<file path="config.mk">
export PLATFORM = sky130hd
export DESIGN_NAME = hamd_decoder
export DESIGN_NICKNAME = d
export VERILOG_FILES = /design/src/hamd_pkg.sv /design/src/hamd_decoder.sv
export SDC_FILE = /design/constraint.sdc
export NUM_CORES = 1
export LEC_CHECK = 0
export ABC_CLOCK_PERIOD_IN_PS = 5300
export BUFFER_PORTS_ARGS = -buffer_cell sky130_fd_sc_hd__buf_2
export CORE_AREA = 2 2 163 165
export DETAILED_ROUTE_END_ITERATION = 12
export DIE_AREA = 0 0 165 167
export HOLD_SLACK_MARGIN = 0.06
export PLACE_DENSITY = 0.44
export SYNTH_ARGS = -nofsm -noshare
export SYNTH_HDL_FRONTEND = slang
export SYNTH_SLANG_ARGS = --single-unit
</file>
<file path="constraint.sdc">
create_clock -name clk -period 5.3 [get_ports clk]
set_input_delay 0.53 -clock clk [delete_from_list [all_inputs] [get_ports clk]]
set_output_delay 0.53 -clock clk [all_outputs]
set_load 0.03 [all_outputs]
</file>
<file path="src/hamd_pkg.sv">
// Constants and types for the host address map decoder
package hamd_pkg;

  // Register byte offsets on the Avalon-MM slave
  localparam logic [4:0] HAMD_OFS_SEG_ATTR = 5'h00;
  localparam logic [4:0] HAMD_OFS_LEGACY_CTRL = 5'h04;
  localparam logic [4:0] HAMD_OFS_TOP_MAIN = 5'h08;
  localparam logic [4:0] HAMD_OFS_MGMT_SIZE = 5'h0C;
  localparam logic [4:0] HAMD_OFS_STATUS = 5'h10;
  localparam logic [4:0] HAMD_OFS_TOP_SYS = 5'h14;

  // Reset values
  localparam logic [25:0] HAMD_SEG_ATTR_RST = 26'h0000000;
  localparam logic [9:0] HAMD_LEGACY_CTRL_RST = 10'h000;
  localparam logic [11:0] HAMD_TOP_MAIN_RST = 12'h000;
  localparam logic [1:0] HAMD_MGMT_SIZE_RST = 2'h0;

  // Legacy control field positions
  localparam int HAMD_LC_VGA_EN = 0;
  localparam int HAMD_LC_MONO_PRESENT = 1;
  localparam int HAMD_LC_IGU_EN = 2;
  localparam int HAMD_LC_COMPAT_EN = 3;
  localparam int HAMD_LC_HIGH_EN = 4;
  localparam int HAMD_LC_TOP_EN = 5;
  localparam int HAMD_LC_HOLE_EN = 6;
  localparam int HAMD_LC_GFX_LO = 8;
  localparam int HAMD_LC_GFX_HI = 9;

  // Segment attribute layout: {write_enable, read_enable} per segment
  localparam int HAMD_NUM_SEGS = 13;
  localparam int HAMD_BIOS_SEG = 12;
  localparam logic [3:0] HAMD_BIOS_NIBBLE = 4'hF;

  // Address map
  localparam logic [31:0] HAMD_LOW_DRAM_END = 32'h0009_FFFF;
  localparam logic [31:0] HAMD_VGA_BASE = 32'h000A_0000;
  localparam logic [31:0] HAMD_VGA_END = 32'h000B_FFFF;
  localparam logic [31:0] HAMD_MONO_BASE = 32'h000B_0000;
  localparam logic [31:0] HAMD_MONO_END = 32'h000B_7FFF;
  localparam logic [31:0] HAMD_SEG_BASE = 32'h000C_0000;
  localparam logic [31:0] HAMD_SEG_END = 32'h000F_FFFF;
  localparam logic [31:0] HAMD_HOLE_BASE = 32'h00F0_0000;
  localparam logic [31:0] HAMD_HOLE_END = 32'h00FF_FFFF;
  localparam logic [31:0] HAMD_HIGH_SIZE = 32'h0002_0000;
  localparam logic [31:0] HAMD_TOP_MIN_SIZE = 32'h0002_0000;
  localparam logic [31:0] HAMD_GFX_512K = 32'h0008_0000;
  localparam logic [31:0] HAMD_GFX_1M = 32'h0010_0000;
  localparam logic [31:0] HAMD_GFX_8M = 32'h0080_0000;
  localparam logic [19:0] HAMD_MB_LOW_ZERO = 20'h00000;

  // Monochrome adapter I/O ports
  localparam logic [15:0] HAMD_MONO_IO0 = 16'h03B4;
  localparam logic [15:0] HAMD_MONO_IO1 = 16'h03B5;
  localparam logic [15:0] HAMD_MONO_IO2 = 16'h03B8;
  localparam logic [15:0] HAMD_MONO_IO3 = 16'h03B9;
  localparam logic [15:0] HAMD_MONO_IO4 = 16'h03BA;
  localparam logic [15:0] HAMD_MONO_IO5 = 16'h03BF;

  // One-hot decode targets
  typedef enum logic [4:0] {
    HAMD_TGT_MEM = 5'h01,
    HAMD_TGT_IGU = 5'h02,
    HAMD_TGT_GPORT = 5'h04,
    HAMD_TGT_HUB = 5'h08,
    HAMD_TGT_ABORT = 5'h10
  } hamd_tgt_t;

  // Cycle originator
  typedef enum logic [1:0] {
    HAMD_SRC_PROC = 2'h0,
    HAMD_SRC_GPORT = 2'h1,
    HAMD_SRC_HUB = 2'h2
  } hamd_src_t;

endpackage : hamd_pkg

</file>
<file path="src/hamd_decoder.sv">
// Host cycle address decoder with Avalon-MM configuration registers
//
// Added by the designer: the Avalon-MM slave port and the register addresses.
`timescale 1ns/10ps
`default_nettype none

module hamd_decoder
  import hamd_pkg::*;
#(
  parameter logic [31:0] HIGH_SEG_BASE = 32'hFEDA_0000
) (
  input wire logic clk,
  input wire logic rst_n,
  input wire logic [4:0] avs_address,
  input wire logic avs_read,
  input wire logic avs_write,
  input wire logic [31:0] avs_writedata,
  input wire logic [3:0] avs_byteenable,
  output logic [31:0] avs_readdata,
  output logic avs_waitrequest,
  input wire logic host_valid,
  input wire logic [31:0] host_addr,
  input wire logic host_io,
  input wire logic host_write,
  input wire logic host_writeback,
  input wire logic host_smm,
  input wire logic [1:0] host_source,
  output logic dec_valid,
  output logic [4:0] dec_target,
  output logic [31:0] dec_addr
);

  logic [25:0] seg_attr_reg, seg_attr_next;
  logic [9:0] legacy_ctrl_reg, legacy_ctrl_next;
  logic [11:0] top_main_reg, top_main_next;
  logic [1:0] mgmt_size_reg, mgmt_size_next;
  logic [4:0] status_reg, status_next;
  logic [31:0] avs_readdata_reg, avs_readdata_next;
  logic avs_waitrequest_reg, avs_waitrequest_next;
  logic dec_valid_reg, dec_valid_next;
  logic [4:0] dec_target_reg, dec_target_next;
  logic [31:0] dec_addr_reg, dec_addr_next;

  logic [HAMD_NUM_SEGS-1:0] seg_re, seg_we;
  logic [31:0] reg_value, reg_merged;
  logic [31:0] top_main, gfx_size, top_size, gfx_base, top_sys;
  logic vga_en, mono_present, igu_en, compat_en, high_en, top_en, hole_en;
  logic is_proc, in_low, in_vga, in_mono, in_seg, in_high, in_hole, in_gfx, in_top, above_top;
  logic mono_port, seg_enable;
  logic [3:0] seg_idx;
  hamd_tgt_t vga_tgt, mono_tgt, tgt;

  // Per-segment attribute split
  genvar g;
  generate
    for (g = 0; g < HAMD_NUM_SEGS; g++) begin : g_seg
      assign seg_re[g] = seg_attr_reg[2*g];
      assign seg_we[g] = seg_attr_reg[2*g+1];
    end
  endgenerate

  assign vga_en = legacy_ctrl_reg[HAMD_LC_VGA_EN];
  assign mono_present = legacy_ctrl_reg[HAMD_LC_MONO_PRESENT];
  assign igu_en = legacy_ctrl_reg[HAMD_LC_IGU_EN];
  assign compat_en = legacy_ctrl_reg[HAMD_LC_COMPAT_EN];
  assign high_en = legacy_ctrl_reg[HAMD_LC_HIGH_EN];
  assign top_en = legacy_ctrl_reg[HAMD_LC_TOP_EN];
  assign hole_en = legacy_ctrl_reg[HAMD_LC_HOLE_EN];

  // Memory layout: usable memory, then top segment, then graphics block
  always_comb begin
    top_main = {top_main_reg, HAMD_MB_LOW_ZERO};
    gfx_size = '0;
    if (igu_en) begin
      case (legacy_ctrl_reg[HAMD_LC_GFX_HI:HAMD_LC_GFX_LO])
        2'h0: gfx_size = HAMD_GFX_512K;
        2'h1: gfx_size = HAMD_GFX_1M;
        default: gfx_size = HAMD_GFX_8M;
      endcase
    end
    // Size field picks 128 KB, 256 KB, 512 KB or 1 MB, so never more than 1 MB
    top_size = top_en ? (HAMD_TOP_MIN_SIZE << mgmt_size_reg) : '0;
    gfx_base = top_main - gfx_size;
    top_sys = gfx_base - top_size;
  end

  // Address range flags
  assign is_proc = (host_source == HAMD_SRC_PROC);
  assign in_low = (host_addr <= HAMD_LOW_DRAM_END);
  assign in_vga = (host_addr >= HAMD_VGA_BASE) && (host_addr <= HAMD_VGA_END);
  assign in_mono = (host_addr >= HAMD_MONO_BASE) && (host_addr <= HAMD_MONO_END);
  assign in_seg = (host_addr >= HAMD_SEG_BASE) && (host_addr <= HAMD_SEG_END);
  assign in_high = high_en && (host_addr >= HIGH_SEG_BASE) && (host_addr - HIGH_SEG_BASE < HAMD_HIGH_SIZE);
  assign above_top = (host_addr >= top_main);
  assign in_hole = hole_en && (host_addr >= HAMD_HOLE_BASE) && (host_addr <= HAMD_HOLE_END);
  assign in_gfx = (host_addr >= gfx_base) && !above_top;
  assign in_top = top_en && (host_addr >= top_sys) && (host_addr < gfx_base);
  assign mono_port = (host_addr[15:0] == HAMD_MONO_IO0) || (host_addr[15:0] == HAMD_MONO_IO1) ||
                     (host_addr[15:0] == HAMD_MONO_IO2) || (host_addr[15:0] == HAMD_MONO_IO3) ||
                     (host_addr[15:0] == HAMD_MONO_IO4) || (host_addr[15:0] == HAMD_MONO_IO5);
  // C0000h-DFFFFh and E0000h-EFFFFh map to 16 KB slots 0..11, F0000h-FFFFFh is slot 12
  assign seg_idx = (host_addr[19:16] == HAMD_BIOS_NIBBLE) ? 4'(HAMD_BIOS_SEG) : host_addr[17:14];
  assign seg_enable = host_write ? seg_we[seg_idx] : seg_re[seg_idx];

  // Cycle decode
  always_comb begin
    vga_tgt = igu_en ? HAMD_TGT_IGU : (vga_en ? HAMD_TGT_GPORT : HAMD_TGT_HUB);
    mono_tgt = mono_present ? HAMD_TGT_HUB : vga_tgt;
    tgt = HAMD_TGT_HUB;
    dec_addr_next = host_addr;
    if (host_io) begin
      tgt = mono_port ? mono_tgt : HAMD_TGT_HUB;
    end else if (in_low) begin
      tgt = HAMD_TGT_MEM;
    end else if (in_vga) begin
      if (compat_en && is_proc && host_smm) begin
        tgt = HAMD_TGT_MEM;
      end else if (in_mono) begin
        tgt = mono_tgt;
      end else begin
        tgt = vga_tgt;
      end
    end else if (in_seg) begin
      // Disabled segments are not remapped anywhere
      tgt = seg_enable ? HAMD_TGT_MEM : HAMD_TGT_HUB;
    end else if (in_high) begin
      if (is_proc && (host_smm || host_writeback)) begin
        // Only the remapped address is driven; DRAM at the high address is never reached
        tgt = HAMD_TGT_MEM;
        dec_addr_next = HAMD_VGA_BASE + (host_addr - HIGH_SEG_BASE);
      end else if (is_proc) begin
        tgt = HAMD_TGT_ABORT;
      end else begin
        tgt = HAMD_TGT_HUB;
      end
    end else if (above_top) begin
      tgt = HAMD_TGT_HUB;
    end else if (in_hole) begin
      tgt = HAMD_TGT_HUB;
    end else if (in_gfx) begin
      tgt = HAMD_TGT_IGU;
    end else if (in_top) begin
      if (is_proc && (host_smm || host_writeback)) begin
        tgt = HAMD_TGT_MEM;
      end else if (is_proc) begin
        tgt = HAMD_TGT_ABORT;
      end else begin
        tgt = HAMD_TGT_HUB;
      end
    end else begin
      tgt = HAMD_TGT_MEM;
    end
    dec_valid_next = host_valid;
    dec_target_next = host_valid ? tgt : dec_target_reg;
    status_next = host_valid ? tgt : status_reg;
    if (!host_valid) begin
      dec_addr_next = dec_addr_reg;
    end
  end

  // Register read mux, shared by reads and byte-lane merging of writes
  always_comb begin
    case (avs_address)
      HAMD_OFS_SEG_ATTR: reg_value = {6'h00, seg_attr_reg};
      HAMD_OFS_LEGACY_CTRL: reg_value = {22'h000000, legacy_ctrl_reg};
      HAMD_OFS_TOP_MAIN: reg_value = top_main;
      HAMD_OFS_MGMT_SIZE: reg_value = {30'h00000000, mgmt_size_reg};
      HAMD_OFS_STATUS: reg_value = {27'h0000000, status_reg};
      HAMD_OFS_TOP_SYS: reg_value = top_sys;
      default: reg_value = '0;
    endcase
    for (int i = 0; i < 4; i++) begin
      reg_merged[8*i +: 8] = avs_byteenable[i] ? avs_writedata[8*i +: 8] : reg_value[8*i +: 8];
    end
  end

  // Bus slave: one wait cycle per access; writes land on the accepting edge
  always_comb begin
    avs_waitrequest_next = !((avs_read || avs_write) && avs_waitrequest_reg);
    avs_readdata_next = (avs_read && avs_waitrequest_reg) ? reg_value : avs_readdata_reg;
    seg_attr_next = seg_attr_reg;
    legacy_ctrl_next = legacy_ctrl_reg;
    top_main_next = top_main_reg;
    mgmt_size_next = mgmt_size_reg;
    if (avs_write && !avs_waitrequest_reg) begin
      case (avs_address)
        HAMD_OFS_SEG_ATTR: seg_attr_next = reg_merged[25:0];
        HAMD_OFS_LEGACY_CTRL: legacy_ctrl_next = reg_merged[9:0];
        HAMD_OFS_TOP_MAIN: top_main_next = reg_merged[31:20];
        HAMD_OFS_MGMT_SIZE: mgmt_size_next = reg_merged[1:0];
        default: ;
      endcase
    end
  end

  always_ff @(posedge clk or negedge rst_n) begin
    if (!rst_n) begin
      seg_attr_reg <= HAMD_SEG_ATTR_RST;
      legacy_ctrl_reg <= HAMD_LEGACY_CTRL_RST;
      top_main_reg <= HAMD_TOP_MAIN_RST;
      mgmt_size_reg <= HAMD_MGMT_SIZE_RST;
      status_reg <= '0;
      avs_readdata_reg <= '0;
      avs_waitrequest_reg <= 1'b1;
      dec_valid_reg <= 1'b0;
      dec_target_reg <= '0;
      dec_addr_reg <= '0;
    end else begin
      seg_attr_reg <= seg_attr_next;
      legacy_ctrl_reg <= legacy_ctrl_next;
      top_main_reg <= top_main_next;
      mgmt_size_reg <= mgmt_size_next;
      status_reg <= status_next;
      avs_readdata_reg <= avs_readdata_next;
      avs_waitrequest_reg <= avs_waitrequest_next;
      dec_valid_reg <= dec_valid_next;
      dec_target_reg <= dec_target_next;
      dec_addr_reg <= dec_addr_next;
    end
  end

  assign avs_readdata = avs_readdata_reg;
  assign avs_waitrequest = avs_waitrequest_reg;
  assign dec_valid = dec_valid_reg;
  assign dec_target = dec_target_reg;
  assign dec_addr = dec_addr_reg;

  low_dram_a: assert property (@(posedge clk) disable iff (!rst_n)
    host_valid && !host_io && in_low |=> dec_valid && dec_target == HAMD_TGT_MEM && dec_addr == $past(host_addr))
    else $error("low region not sent to memory");

  vga_igu_a: assert property (@(posedge clk) disable iff (!rst_n)
    host_valid && !host_io && in_vga && igu_en && !in_mono && !(compat_en && is_proc && host_smm)
    |=> dec_target == HAMD_TGT_IGU)
    else $error("video range missed internal graphics");

  compat_smm_a: assert property (@(posedge clk) disable iff (!rst_n)
    host_valid && !host_io && in_vga && compat_en && is_proc && host_smm
    |=> dec_target == HAMD_TGT_MEM && dec_addr == $past(host_addr))
    else $error("management video access not sent to DRAM");

  compat_other_a: assert property (@(posedge clk) disable iff (!rst_n)
    host_valid && !host_io && in_vga && !is_proc |=> dec_target != HAMD_TGT_MEM)
    else $error("foreign cycle reached management RAM");

  mono_io_a: assert property (@(posedge clk) disable iff (!rst_n)
    host_valid && host_io && mono_port && mono_present |=> dec_target == HAMD_TGT_HUB)
    else $error("mono port not sent to hub link");

  seg_off_a: assert property (@(posedge clk) disable iff (!rst_n)
    host_valid && !host_io && in_seg && !seg_enable |=> dec_target == HAMD_TGT_HUB)
    else $error("disabled segment not sent to hub link");

  bios_reset_a: assert property (@(posedge clk) disable iff (!rst_n)
    $rose(rst_n) |-> seg_re[HAMD_BIOS_SEG] == 1'b0 && seg_we[HAMD_BIOS_SEG] == 1'b0)
    else $error("bios segment not disabled after reset");

  hole_a: assert property (@(posedge clk) disable iff (!rst_n)
    host_valid && !host_io && in_hole && !above_top && !in_high |=> dec_target == HAMD_TGT_HUB)
    else $error("fixed hole not sent to hub link");

  high_remap_a: assert property (@(posedge clk) disable iff (!rst_n)
    host_valid && !host_io && in_high && is_proc && host_smm
    |=> dec_target == HAMD_TGT_MEM && dec_addr == $past(host_addr) - HIGH_SEG_BASE + HAMD_VGA_BASE)
    else $error("high segment not remapped");

  high_abort_a: assert property (@(posedge clk) disable iff (!rst_n)
    host_valid && !host_io && in_high && is_proc && !host_smm && !host_writeback
    |=> dec_target == HAMD_TGT_ABORT)
    else $error("high segment access not aborted");

  top_abort_a: assert property (@(posedge clk) disable iff (!rst_n)
    host_valid && !host_io && !in_low && !in_vga && !in_seg && !in_high && !above_top && !in_hole &&
    !in_gfx && in_top && is_proc && !host_smm && !host_writeback |=> dec_target == HAMD_TGT_ABORT)
    else $error("top segment access not aborted");

  one_target_a: assert property (@(posedge clk) disable iff (!rst_n)
    dec_valid |-> $onehot(dec_target))
    else $error("decode result not one-hot");

  valid_latency_a: assert property (@(posedge clk) disable iff (!rst_n)
    host_valid |=> dec_valid)
    else $error("decode answer missing one cycle after request");

  valid_idle_a: assert property (@(posedge clk) disable iff (!rst_n)
    !host_valid |=> !dec_valid && $stable(dec_target) && $stable(dec_addr))
    else $error("decode result changed without a request");

  vga_steer_a: assert property (@(posedge clk) disable iff (!rst_n)
    host_valid && !host_io && in_vga && !in_mono && !igu_en && !(compat_en && is_proc && host_smm)
    |=> dec_target == (vga_en ? HAMD_TGT_GPORT : HAMD_TGT_HUB))
    else $error("video range not steered by enable bit");

  mono_range_a: assert property (@(posedge clk) disable iff (!rst_n)
    host_valid && !host_io && in_mono && mono_present && !(compat_en && is_proc && host_smm)
    |=> dec_target == HAMD_TGT_HUB)
    else $error("mono range not sent to hub link");

  seg_on_a: assert property (@(posedge clk) disable iff (!rst_n)
    host_valid && !host_io && in_seg && seg_enable |=> dec_target == HAMD_TGT_MEM)
    else $error("enabled segment not sent to memory");

  main_mem_a: assert property (@(posedge clk) disable iff (!rst_n)
    host_valid && !host_io && host_addr > HAMD_SEG_END && !in_high && !above_top && !in_hole &&
    !in_gfx && !in_top |=> dec_target == HAMD_TGT_MEM)
    else $error("main memory range not sent to memory");

  above_top_a: assert property (@(posedge clk) disable iff (!rst_n)
    host_valid && !host_io && host_addr > HAMD_SEG_END && !in_high && above_top
    |=> dec_target == HAMD_TGT_HUB)
    else $error("range above top of memory not sent to hub link");

  top_smm_a: assert property (@(posedge clk) disable iff (!rst_n)
    host_valid && !host_io && host_addr > HAMD_SEG_END && !in_high && !above_top && !in_hole &&
    !in_gfx && in_top && is_proc && host_smm
    |=> dec_target == HAMD_TGT_MEM && dec_addr == $past(host_addr))
    else $error("management top segment access not sent to DRAM");

  high_foreign_a: assert property (@(posedge clk) disable iff (!rst_n)
    host_valid && !host_io && in_high && !is_proc |=> dec_target == HAMD_TGT_HUB)
    else $error("foreign high segment cycle not sent to hub link");

  gfx_block_a: assert property (@(posedge clk) disable iff (!rst_n)
    host_valid && !host_io && host_addr > HAMD_SEG_END && !in_high && !above_top && !in_hole && in_gfx
    |=> dec_target == HAMD_TGT_IGU)
    else $error("graphics block not sent to internal graphics");

endmodule : hamd_decoder

`default_nettype wire

</file>
# [Word level (Yosys, flattened, before mapping)]
# Cells that the tools add are included.
[word_totals] regBits=121 latchBits=0 mem_bits_rw=0 romBits=0 out_inout_bits=71 wordCells=114 memories=0
[op_classes] n_addsub=4 multipliers=0 div=0 order_cmp=16 n_eq_ne=13 n_shift=1 muxes=38 n_bitwise=0 n_reduce_logical=33
[ops] cell="$mux 32" n=8
[ops] cell="$pmux 32 s6" n=1
[ops] cell="$le 32x20->1 const B" n=4
[ops] cell="$eq 16x10->1 const B" n=6
[ops] cell="$ge 32x20->1 const B" n=3
[ops] cell="$ge 32x32->1" n=3
[ops] cell="$sub 32x32->32" n=2
[ops] cell="$mux 5" n=11
[ops] cell="$pmux 24 s2" n=1
[ops] cell="$add 20x32->32 const A" n=1
[ops] cell="$ge 32x24->1 const B" n=1
[ops] cell="$ge 32x32->1 const B" n=1
[ops] cell="$le 32x24->1 const B" n=1
[ops] cell="$lt 32x18->1 const B" n=1
[ops] cell="$lt 32x32->1" n=1
[ops] cell="$mux 4" n=8
[ops] cell="$mux 8" n=4
[ops] cell="$shl 18x2->32 const A" n=1
[ops] cell="$sub 32x32->32 const B" n=1
[ops] cell="$logic_and 1x1->1" n=16
[ops] cell="$eq 5x4->1 const B" n=2
[ops] cell="$eq 5x5->1 const B" n=2
[ops] cell="$bmux 1 s4" n=2
[ops] cell="$reduce_and 2->1" n=4
[ops] cell="other kinds (9)" n=20

# [Logic depth before layout (Yosys ltp)]
# Gate-level depths: netlist of the first run.
[depth] ltp_word=17 depth_mapped=19 depth_no_buf=18

# [Worst setup path after synthesis of the first run]
# Ideal clock, no wire load.
[synth_timing] path_type="register to register" from="register legacy_ctrl_reg[2]" to="register dec_target_reg[0] (netlist: dec_target[0])" setup_ps=118 t_arrival_ps=4242 path_slack_ps=940 stages_incl_launch_ff=18 n_path_buf=1 path_cell_list="dfrtp_1 > buf_4 > or3b_1 > fa_1 > o31a_1 > or4_4 > xnor2_1 > inv_1 > nor3_1 > nand2_1 > xnor2_1 > ha_1 > o2111ai_1 > a31oi_1 > o31ai_1 > a2111oi_0 > o21ai_0 > a21o_1"
[synth_via] elab_chain_len=15
[synth_rtl] item="start, declared" line="hamd_decoder.sv:34" source="logic [9:0] legacy_ctrl_reg, legacy_ctrl_next;"
[synth_rtl] item="start signal, assigned" line="hamd_decoder.sv:210" source="legacy_ctrl_reg <= legacy_ctrl_next;"
[synth_rtl] item="$mux 32" line="hamd_decoder.sv:74" source="if (igu_en) begin"
[synth_rtl] item="$sub 32x32->32" line="hamd_decoder.sv:83" source="gfx_base = top_main - gfx_size;"
[synth_rtl] item="$sub 32x32->32" line="hamd_decoder.sv:84" source="top_sys = gfx_base - top_size;"
[synth_rtl] item="$ge 32x32->1" line="hamd_decoder.sv:97" source="assign in_top = top_en && (host_addr >= top_sys) && (host_addr < gfx_base);"
[synth_rtl] item="$logic_and 1x1->1 (2 in series)" line="hamd_decoder.sv:97"
[synth_rtl] item="$mux 5" line="hamd_decoder.sv:142" source="end else if (in_top) begin"
[synth_rtl] item="$mux 5" line="hamd_decoder.sv:140" source="end else if (in_gfx) begin"
[synth_rtl] item="$mux 5" line="hamd_decoder.sv:138" source="end else if (in_hole) begin"
[synth_rtl] item="$mux 5" line="hamd_decoder.sv:136" source="end else if (above_top) begin"
[synth_rtl] item="$mux 5" line="hamd_decoder.sv:126" source="end else if (in_high) begin"
[synth_rtl] item="$mux 5" line="hamd_decoder.sv:123" source="end else if (in_seg) begin"
[synth_rtl] item="$mux 5" line="hamd_decoder.sv:115" source="end else if (in_vga) begin"
[synth_rtl] item="$mux 5" line="hamd_decoder.sv:113" source="end else if (in_low) begin"
[synth_rtl] item="$mux 5 (*)" line="hamd_decoder.sv:111" source="if (host_io) begin"
[synth_rtl] item="end signal, assigned" line="hamd_decoder.sv:217" source="dec_target_reg <= dec_target_next;"
[synth_rtl] item="end, declared" line="hamd_decoder.sv:41" source="logic [4:0] dec_target_reg, dec_target_next;"
# Every way passes the cells marked *; elsewhere a longest branch is shown, timed or not.
# A chain may end at the register's enable or synchronous reset.

# [Final worst setup path of the first run]
# Ends and elaborated chain as after synthesis.

==> results of run 1 <==
-- stage by stage --
step | area, sq um | hold slack (ns) | worst slack, ns | util (%)
after floorplan | 7592 | 0.2344 | 0.9400 | -
after global routing | 9249 | 0.2551 | 0.007623 | 35.90
after global placement | 8667 | 0.4625 | 0.5754 | 33.64
final | 9249 | 0.1848 | 0.3849 | 35.90
after CTS | 9241 | 0.2162 | 0.4017 | 35.87
after detailed placement | 8667 | 0.4655 | 0.4510 | 33.64
-- power breakdown --
group / switching [mW] / internal (mW)
clock: 0.444 / 0.737
sequential: 0.0757 / 1.00
combinational: 0.428 / 0.278
total: 0.948 / 2.02
-- per-layer routing --
| layer | vias up | part of all wire (%) | wire length, um |
|---|---|---|---|
| met3 | 15 | 3.2 | 784 |
| met5 | - | 0 | 0 |
| met2 | 140 | 48 | 11820 |
| met4 | 0 | 1.1 | 276 |
| met1 | 3212 | 48 | 11710 |
| li1 | 3226 | - | - |
-- repair_timing --
action,CTS,global route
hold endpoints to repair,0,0
hold buffers,0,0
setup buffers,0,1
endpoints found under the setup margin,0,1
-- final timing paths --
path | startpoint | to | slack [ns] | cells after the start
max | legacy_ctrl_reg[2]$_DFFE_PN0P_ | dec_target[0]$_DFFE_PN0P_ | 0.38 | 17
min | rst_n | dec_addr[29]$_DFFE_PN0P_ | 0.18 | 1
max reg2reg | legacy_ctrl_reg[2]$_DFFE_PN0P_ | dec_target[0]$_DFFE_PN0P_ | 0.38 | 17
min reg2reg | avs_readdata[30]$_DFFE_PN0P_ | avs_readdata[30]$_DFFE_PN0P_ | 0.47 | 2
max in group asynchronous | rst_n | dec_target[4]$_DFFE_PN0P_ | 4.09 | 2
min in group clk | avs_write | avs_waitrequest$_DFF_PN1_ | 0.28 | 2
-- layout make-up --
cell class | count | area [sq um]
clock buffers | 23 | 447.9
well taps | 335 | 419.2
multi-input cells | 603 | 4262
flip-flops and latches | 121 | 3029
inverters | 32 | 120.1
clock inverters | 9 | 126.4
fillers | 2676 | 16510
repair buffers | 163 | 844.6
-- cell families (layout without fill, tap and decap cells) --
kind of cell	after synthesis	after routing	synth area share, %
simple gates	251	251	16.69
compound gates	208	208	18.06
buf+inv	78	227	4.005
flops	121	121	39.90
mux	72	72	10.55
fa+ha+maj	45	45	7.482
xor+xnor	27	27	3.312
-- layout by cell type, fill, tap and decap left out, types with 5 or more instances in the layout --
master,synthesis,final
mux2_2,54,54
a21oi_1,33,33
or3_1,5,5
nor2_1,30,30
buf_4,1,9
a22oi_1,7,7
clkbuf_1,38,6
o21ai_0,70,70
a211oi_1,7,7
clkbuf_16,0,17
buf_2,0,153
a31oi_1,5,5
inv_1,31,31
mux2i_1,17,17
xnor2_1,21,21
nand2_1,105,104
nand3_1,16,16
dfrtp_1,120,120
nand3b_1,5,5
ha_1,43,43
xor2_1,5,5
o2111ai_1,5,5
o21a_1,9,9
nor3_1,22,22
nor4_1,13,13
nor2b_1,9,9
nand4_1,8,8
a22o_1,20,20
o211ai_1,11,11
==> qor.txt, run 1 <==
Drt drc - 0
Area delta synth->final - 21.82%
Worst min-delay path class - in -> async
Fmax - 0.2035 GHz
GRT Util Overall - 18.08%
Ranking of synthesized cells by area - dfrtp_1 40%, mux2_2 8.0%, ha_1 7.1%
Layout cells sized above 1 - 27.23%
Most used cell, CP - xnor2_1
Slew @ Worst Pin - 0.9981 ns
Busiest layer in global routing - met2
Diode count - 0
Fin nets - 1066
Max Cap Viol - 0
Die W - 165 um
Distinct cells, synth - 75
Post-Syn Nets - 930
Final Hold Fails - 0
Syn_area_per_cell - 9.467 sq um
Crit. End Element - flip-flop
Largest net degree at the start of global routing - 87
CTS Buf Count - 17
Pwr dens - 320.4 mW/mm^2
CTS tree - done
Crit-path cells - or3b_1 > fa_1 > o31a_1 > or4_4 > xnor2_1 > inv_1 > nor3_1 > nand2_1 > xnor2_1 > ha_1 > o2111ai_1 > a31oi_1 > o31ai_1 > a2111oi_0 > buf_4 > o21ai_0 > a21o_1
Placed cell count - 1253
Die ar. - 0.02756 sq mm
Met3 GRT Util - 2.914%
Worst slew margin - 33.32%
Biggest cell delay along the critical path - 0.52 ns
CTS Buffer Depth - 2
Total clock sinks - 121
Gpl congestion - 0.8343
Synth Cell Area - 0.007592 sq mm
Max Slew Vio Count - 0
Maximum vdd drop - 0.1478 mV
TNS Setup - 0 ns
Req. time, crit path - 5.60 ns
Tmin final - 4.915 ns
Root buf cell - clkbuf_16
Initial antenna violation count - 0
Setup violators final - 0
Kind of critical path - reg -> reg
IO buf count - 154
Slowest cell on crit path - dfrtp_1
Status - finished clean
Initial Util - 29.47%
Drt total wl - 24590 um
Post-Layout Cell Count - 1286
Leakage - 4.209 nW
Post-synth EDFFs - 0
Top cell family by delay on the critical path - compound AO/OA/AOI/OAI gates
Final Cycle Share - 92.74%
M2 GR Usage - 30.00%
Power, Total - 2.964 mW
Worst-path clk slew - 0.06 ns
First-pass GRT wire length - 38260 um
Post-synth top area share - 39.55%
First-pass detailed-route iteration total - 5
Vias per inst - 5.127
Startpoint types - flip-flop
Clock insertion delay at the later pin of the skew report - 0.42 ns
Critical path buffers and inverters - 2
GR Overflow Total - 0
Antenna-violating nets left - 0
RSZ-0062 raised after global routing - no
Average wire per standard cell - 19.12 um
Most common cell in the synthesized netlist - dfrtp_1
Top FF cell, synth - dfrtp_1
H-tree lvl count - 4
Met1 Use GR - 24.70%
Die H - 167 um
Synth Instances - 802
Yosys warnings - 0
Clock Skew - 0.01851 ns
Num ports - 155
Rows - 59
FF+latch count, synth - 121
CTS-repair resized insts - 0
Async SR Flop Fraction - 100.0%
Worst EP arrival - 5.21 ns
CORE AREA - 0.02576 sq mm
Number of global-route vias before repair - 6579
Initial DRC Count - 406
HPWL Detailed - 18550 um
Synth cell count leaders - 120 x dfrtp_1, 105 x nand2_1, 70 x o21ai_0
Seq/Total Area, Yosys - 39.90%
Largest area contributor in the netlist - dfrtp_1
Vias - 6593
Crit path max fanout - 10
Power figures use the tool's default switching activity.
==> inputs of run 2 (changes only) <==
--- a/config.mk
+++ b/config.mk
@@ -7,11 +7,11 @@
 export LEC_CHECK = 0
 export ABC_CLOCK_PERIOD_IN_PS = 5300
 export BUFFER_PORTS_ARGS = -buffer_cell sky130_fd_sc_hd__buf_2
-export CORE_AREA = 2 2 163 165
+export CORE_AREA = 4 4 153 155
 export DETAILED_ROUTE_END_ITERATION = 12
-export DIE_AREA = 0 0 165 167
+export DIE_AREA = 0 0 157 159
 export HOLD_SLACK_MARGIN = 0.06
-export PLACE_DENSITY = 0.44
+export PLACE_DENSITY = 0.5
 export SYNTH_ARGS = -nofsm -noshare
 export SYNTH_HDL_FRONTEND = slang
 export SYNTH_SLANG_ARGS = --single-unit
==> qor.txt, run 2 (same netlist as run 1, synthesis figures left out) <==
Status - finished clean (unchanged)
Maximum vdd drop - 0.2059 mV (was 0.1478 mV)
Final Cycle Share - 91.95% (was 92.74%)
Startpoint types - flip-flop (unchanged)
Leakage - 4.245 nW (was 4.209 nW)
Worst min-delay path class - in -> reg (was in -> async)
Clock insertion delay at the later pin of the skew report - 0.42 ns (about the same)
Post-CTS Setup Bufs - 0 (unchanged)
Worst EP arrival - 5.17 ns (was 5.21 ns)
Die H - 159 um (was 167 um)
Slowest cell on crit path - dfrtp_1 (unchanged)
Post-place instance area - 0.008587 sq mm (was 0.008667 sq mm)
CTS Buf Count - 17 (unchanged)
TNS Setup - 0 ns (unchanged)
Top cell family by delay on the critical path - compound AO/OA/AOI/OAI gates (unchanged)
Most used cell, CP - xnor2_1 (unchanged)
Die W - 157 um (was 165 um)
Final Hold Fails - 0 (unchanged)
Fmax - 0.2052 GHz (was 0.2035 GHz)
FILL cells - 2243 (was 2676)
Worst slew margin - 26.94% (was 33.32%)
CORE AREA - 0.02182 sq mm (was 0.02576 sq mm)
Crit. End Element - flip-flop (unchanged)
Max Slew Vio Count - 0 (unchanged)
Initial DRC Count - 299 (was 406)
GR Overflow Total - 0 (unchanged)
Worst hold slack - 0.2817 ns (was 0.1848 ns)
Reg area - 0.003029 sq mm (unchanged)
Kind of critical path - reg -> reg (unchanged)
Post-Layout Inst Area - 0.009264 sq mm (was 0.009249 sq mm)
Average wire per standard cell - 18.95 um (was 19.12 um)
Layout cells sized above 1 - 27.68% (was 27.23%)
IO buf count - 154 (unchanged)
Crit-path cells - or3b_1 > fa_1 > o31a_1 > or4_4 > xnor2_1 > inv_1 > nor3_1 > nand2_1 > xnor2_1 > ha_1 > o2111ai_1 > a31oi_1 > o31ai_1 > a2111oi_0 > buf_4 > o21ai_0 > a21o_1 (unchanged)
Drt total wl - 23310 um (was 24590 um)
H-tree lvl count - 4 (unchanged)
Pwr dens - 334.0 mW/mm^2 (was 320.4 mW/mm^2)
Diode count - 0 (unchanged)
Fin nets - 1065 (was 1066)
First-pass GRT wire length - 37700 um (was 38260 um)
Vias per inst - 5.281 (was 5.127)
CTS Buffer Depth - 2 (unchanged)
Drt drc - 0 (unchanged)
Max Cap Viol - 0 (unchanged)
Antenna-violating nets left - 0 (unchanged)
Pre-CTS WS - 0.4955 ns (was 0.4510 ns)
Die ar. - 0.02496 sq mm (was 0.02756 sq mm)
Root buf cell - clkbuf_16 (unchanged)
Crit path max fanout - 10 (unchanged)
Commonest non-fill, non-tap cell in the layout - buf_2 (unchanged)
Area delta synth->final - 22.02% (was 21.82%)
GRT Util Overall - 19.03% (was 18.08%)
Num ports - 155 (unchanged)
Biggest cell delay along the critical path - 0.52 ns (about the same)
Multi-input gate area - 0.004262 sq mm (unchanged)
HPWL Detailed - 17920 um (was 18550 um)
Critical path buffers and inverters - 2 (unchanged)
Initial antenna violation count - 0 (unchanged)
Tmin final - 4.873 ns (was 4.915 ns)
First-pass detailed-route iteration total - 5 (unchanged)
Vias - 6496 (was 6593)
Setup WS post-layout - 0.4266 ns (was 0.3849 ns)
Power, Total - 3.094 mW (was 2.964 mW)
Initial Util - 34.79% (was 29.47%)
Number of global-route vias before repair - 6729 (was 6579)
RSZ-0062 raised after global routing - no (unchanged)
Rows - 54 (was 59)
CTS tree - done (unchanged)
Total clock sinks - 121 (unchanged)
Setup violators final - 0 (unchanged)
Slew @ Worst Pin - 1.096 ns (was 0.9981 ns)
Req. time, crit path - 5.60 ns (about the same)
Clock Skew - 0.009983 ns (was 0.01851 ns)
Gpl congestion - 0.8401 (was 0.8343)
Largest net degree at the start of global routing - 53 (was 87)
Commonest cells after routing, fill and taps aside - 153 x buf_2, 120 x dfrtp_1, 104 x nand2_1 (unchanged)
Worst-path clk slew - 0.06 ns (about the same)
run 2: worst paths after layout:
check / from / endpoint / slack, ns / cells after the start
setup reg to reg: legacy_ctrl_reg[2]$_DFFE_PN0P_ / dec_target[0]$_DFFE_PN0P_ / 0.43 / 17
setup / recovery: legacy_ctrl_reg[2]$_DFFE_PN0P_ / dec_target[0]$_DFFE_PN0P_ / 0.43 / 17
hold / removal: avs_write / avs_waitrequest$_DFF_PN1_ / 0.28 / 2
hold reg to reg: avs_readdata[14]$_DFFE_PN0P_ / avs_readdata[14]$_DFFE_PN0P_ / 0.47 / 2
min in group asynchronous: rst_n / dec_addr[29]$_DFFE_PN0P_ / 0.55 / 2
max in group asynchronous: rst_n / legacy_ctrl_reg[9]$_DFFE_PN0P_ / 3.78 / 3
run 2: routing by layer:
metal | track usage [%] | part of all wire [%] | routed length, um | vias up
met4 | 4.142 | 1.1 | 251 | 0
met3 | 3.289 | 4.1 | 953 | 21
met5 | 0 | 0 | 0 | -
met1 | 26.02 | 46 | 10830 | 3094
li1 | - | - | - | 3228
met2 | 31.60 | 48 | 11280 | 153
run 2: area by class of cell:
type	count	share of cell area [%]
Clock buffer	19	4.889
Inverter	32	1.297
Timing Repair Buffer	162	9.022
Clock inverter	13	2.310
Tap cell	280	3.782
Sequential cell	121	32.70
Multi-Input combinational cell	603	46.00
run 2: per-stage QoR:
step                cells  util (%)
finish               1230     42.45
global route         1230     42.45
CTS                  1230     42.45
detailed placement   1197     39.35
global placement     1197     39.35
floorplan             802         -
run 2: where the power goes:
group          internal [mW]  switching (mW)  total (mW)  leakage [nW]
combinational          0.277           0.425       0.703          2.34
clock                  0.865           0.452        1.32         0.321
sequential              1.00          0.0736        1.07          1.58
total                   2.14           0.951        3.09          4.24
run 2: what timing repair did:
action	in CTS	in global routing
endpoints found under the hold margin	21	0
gates resized for setup	0	0
hold buffers	1	0
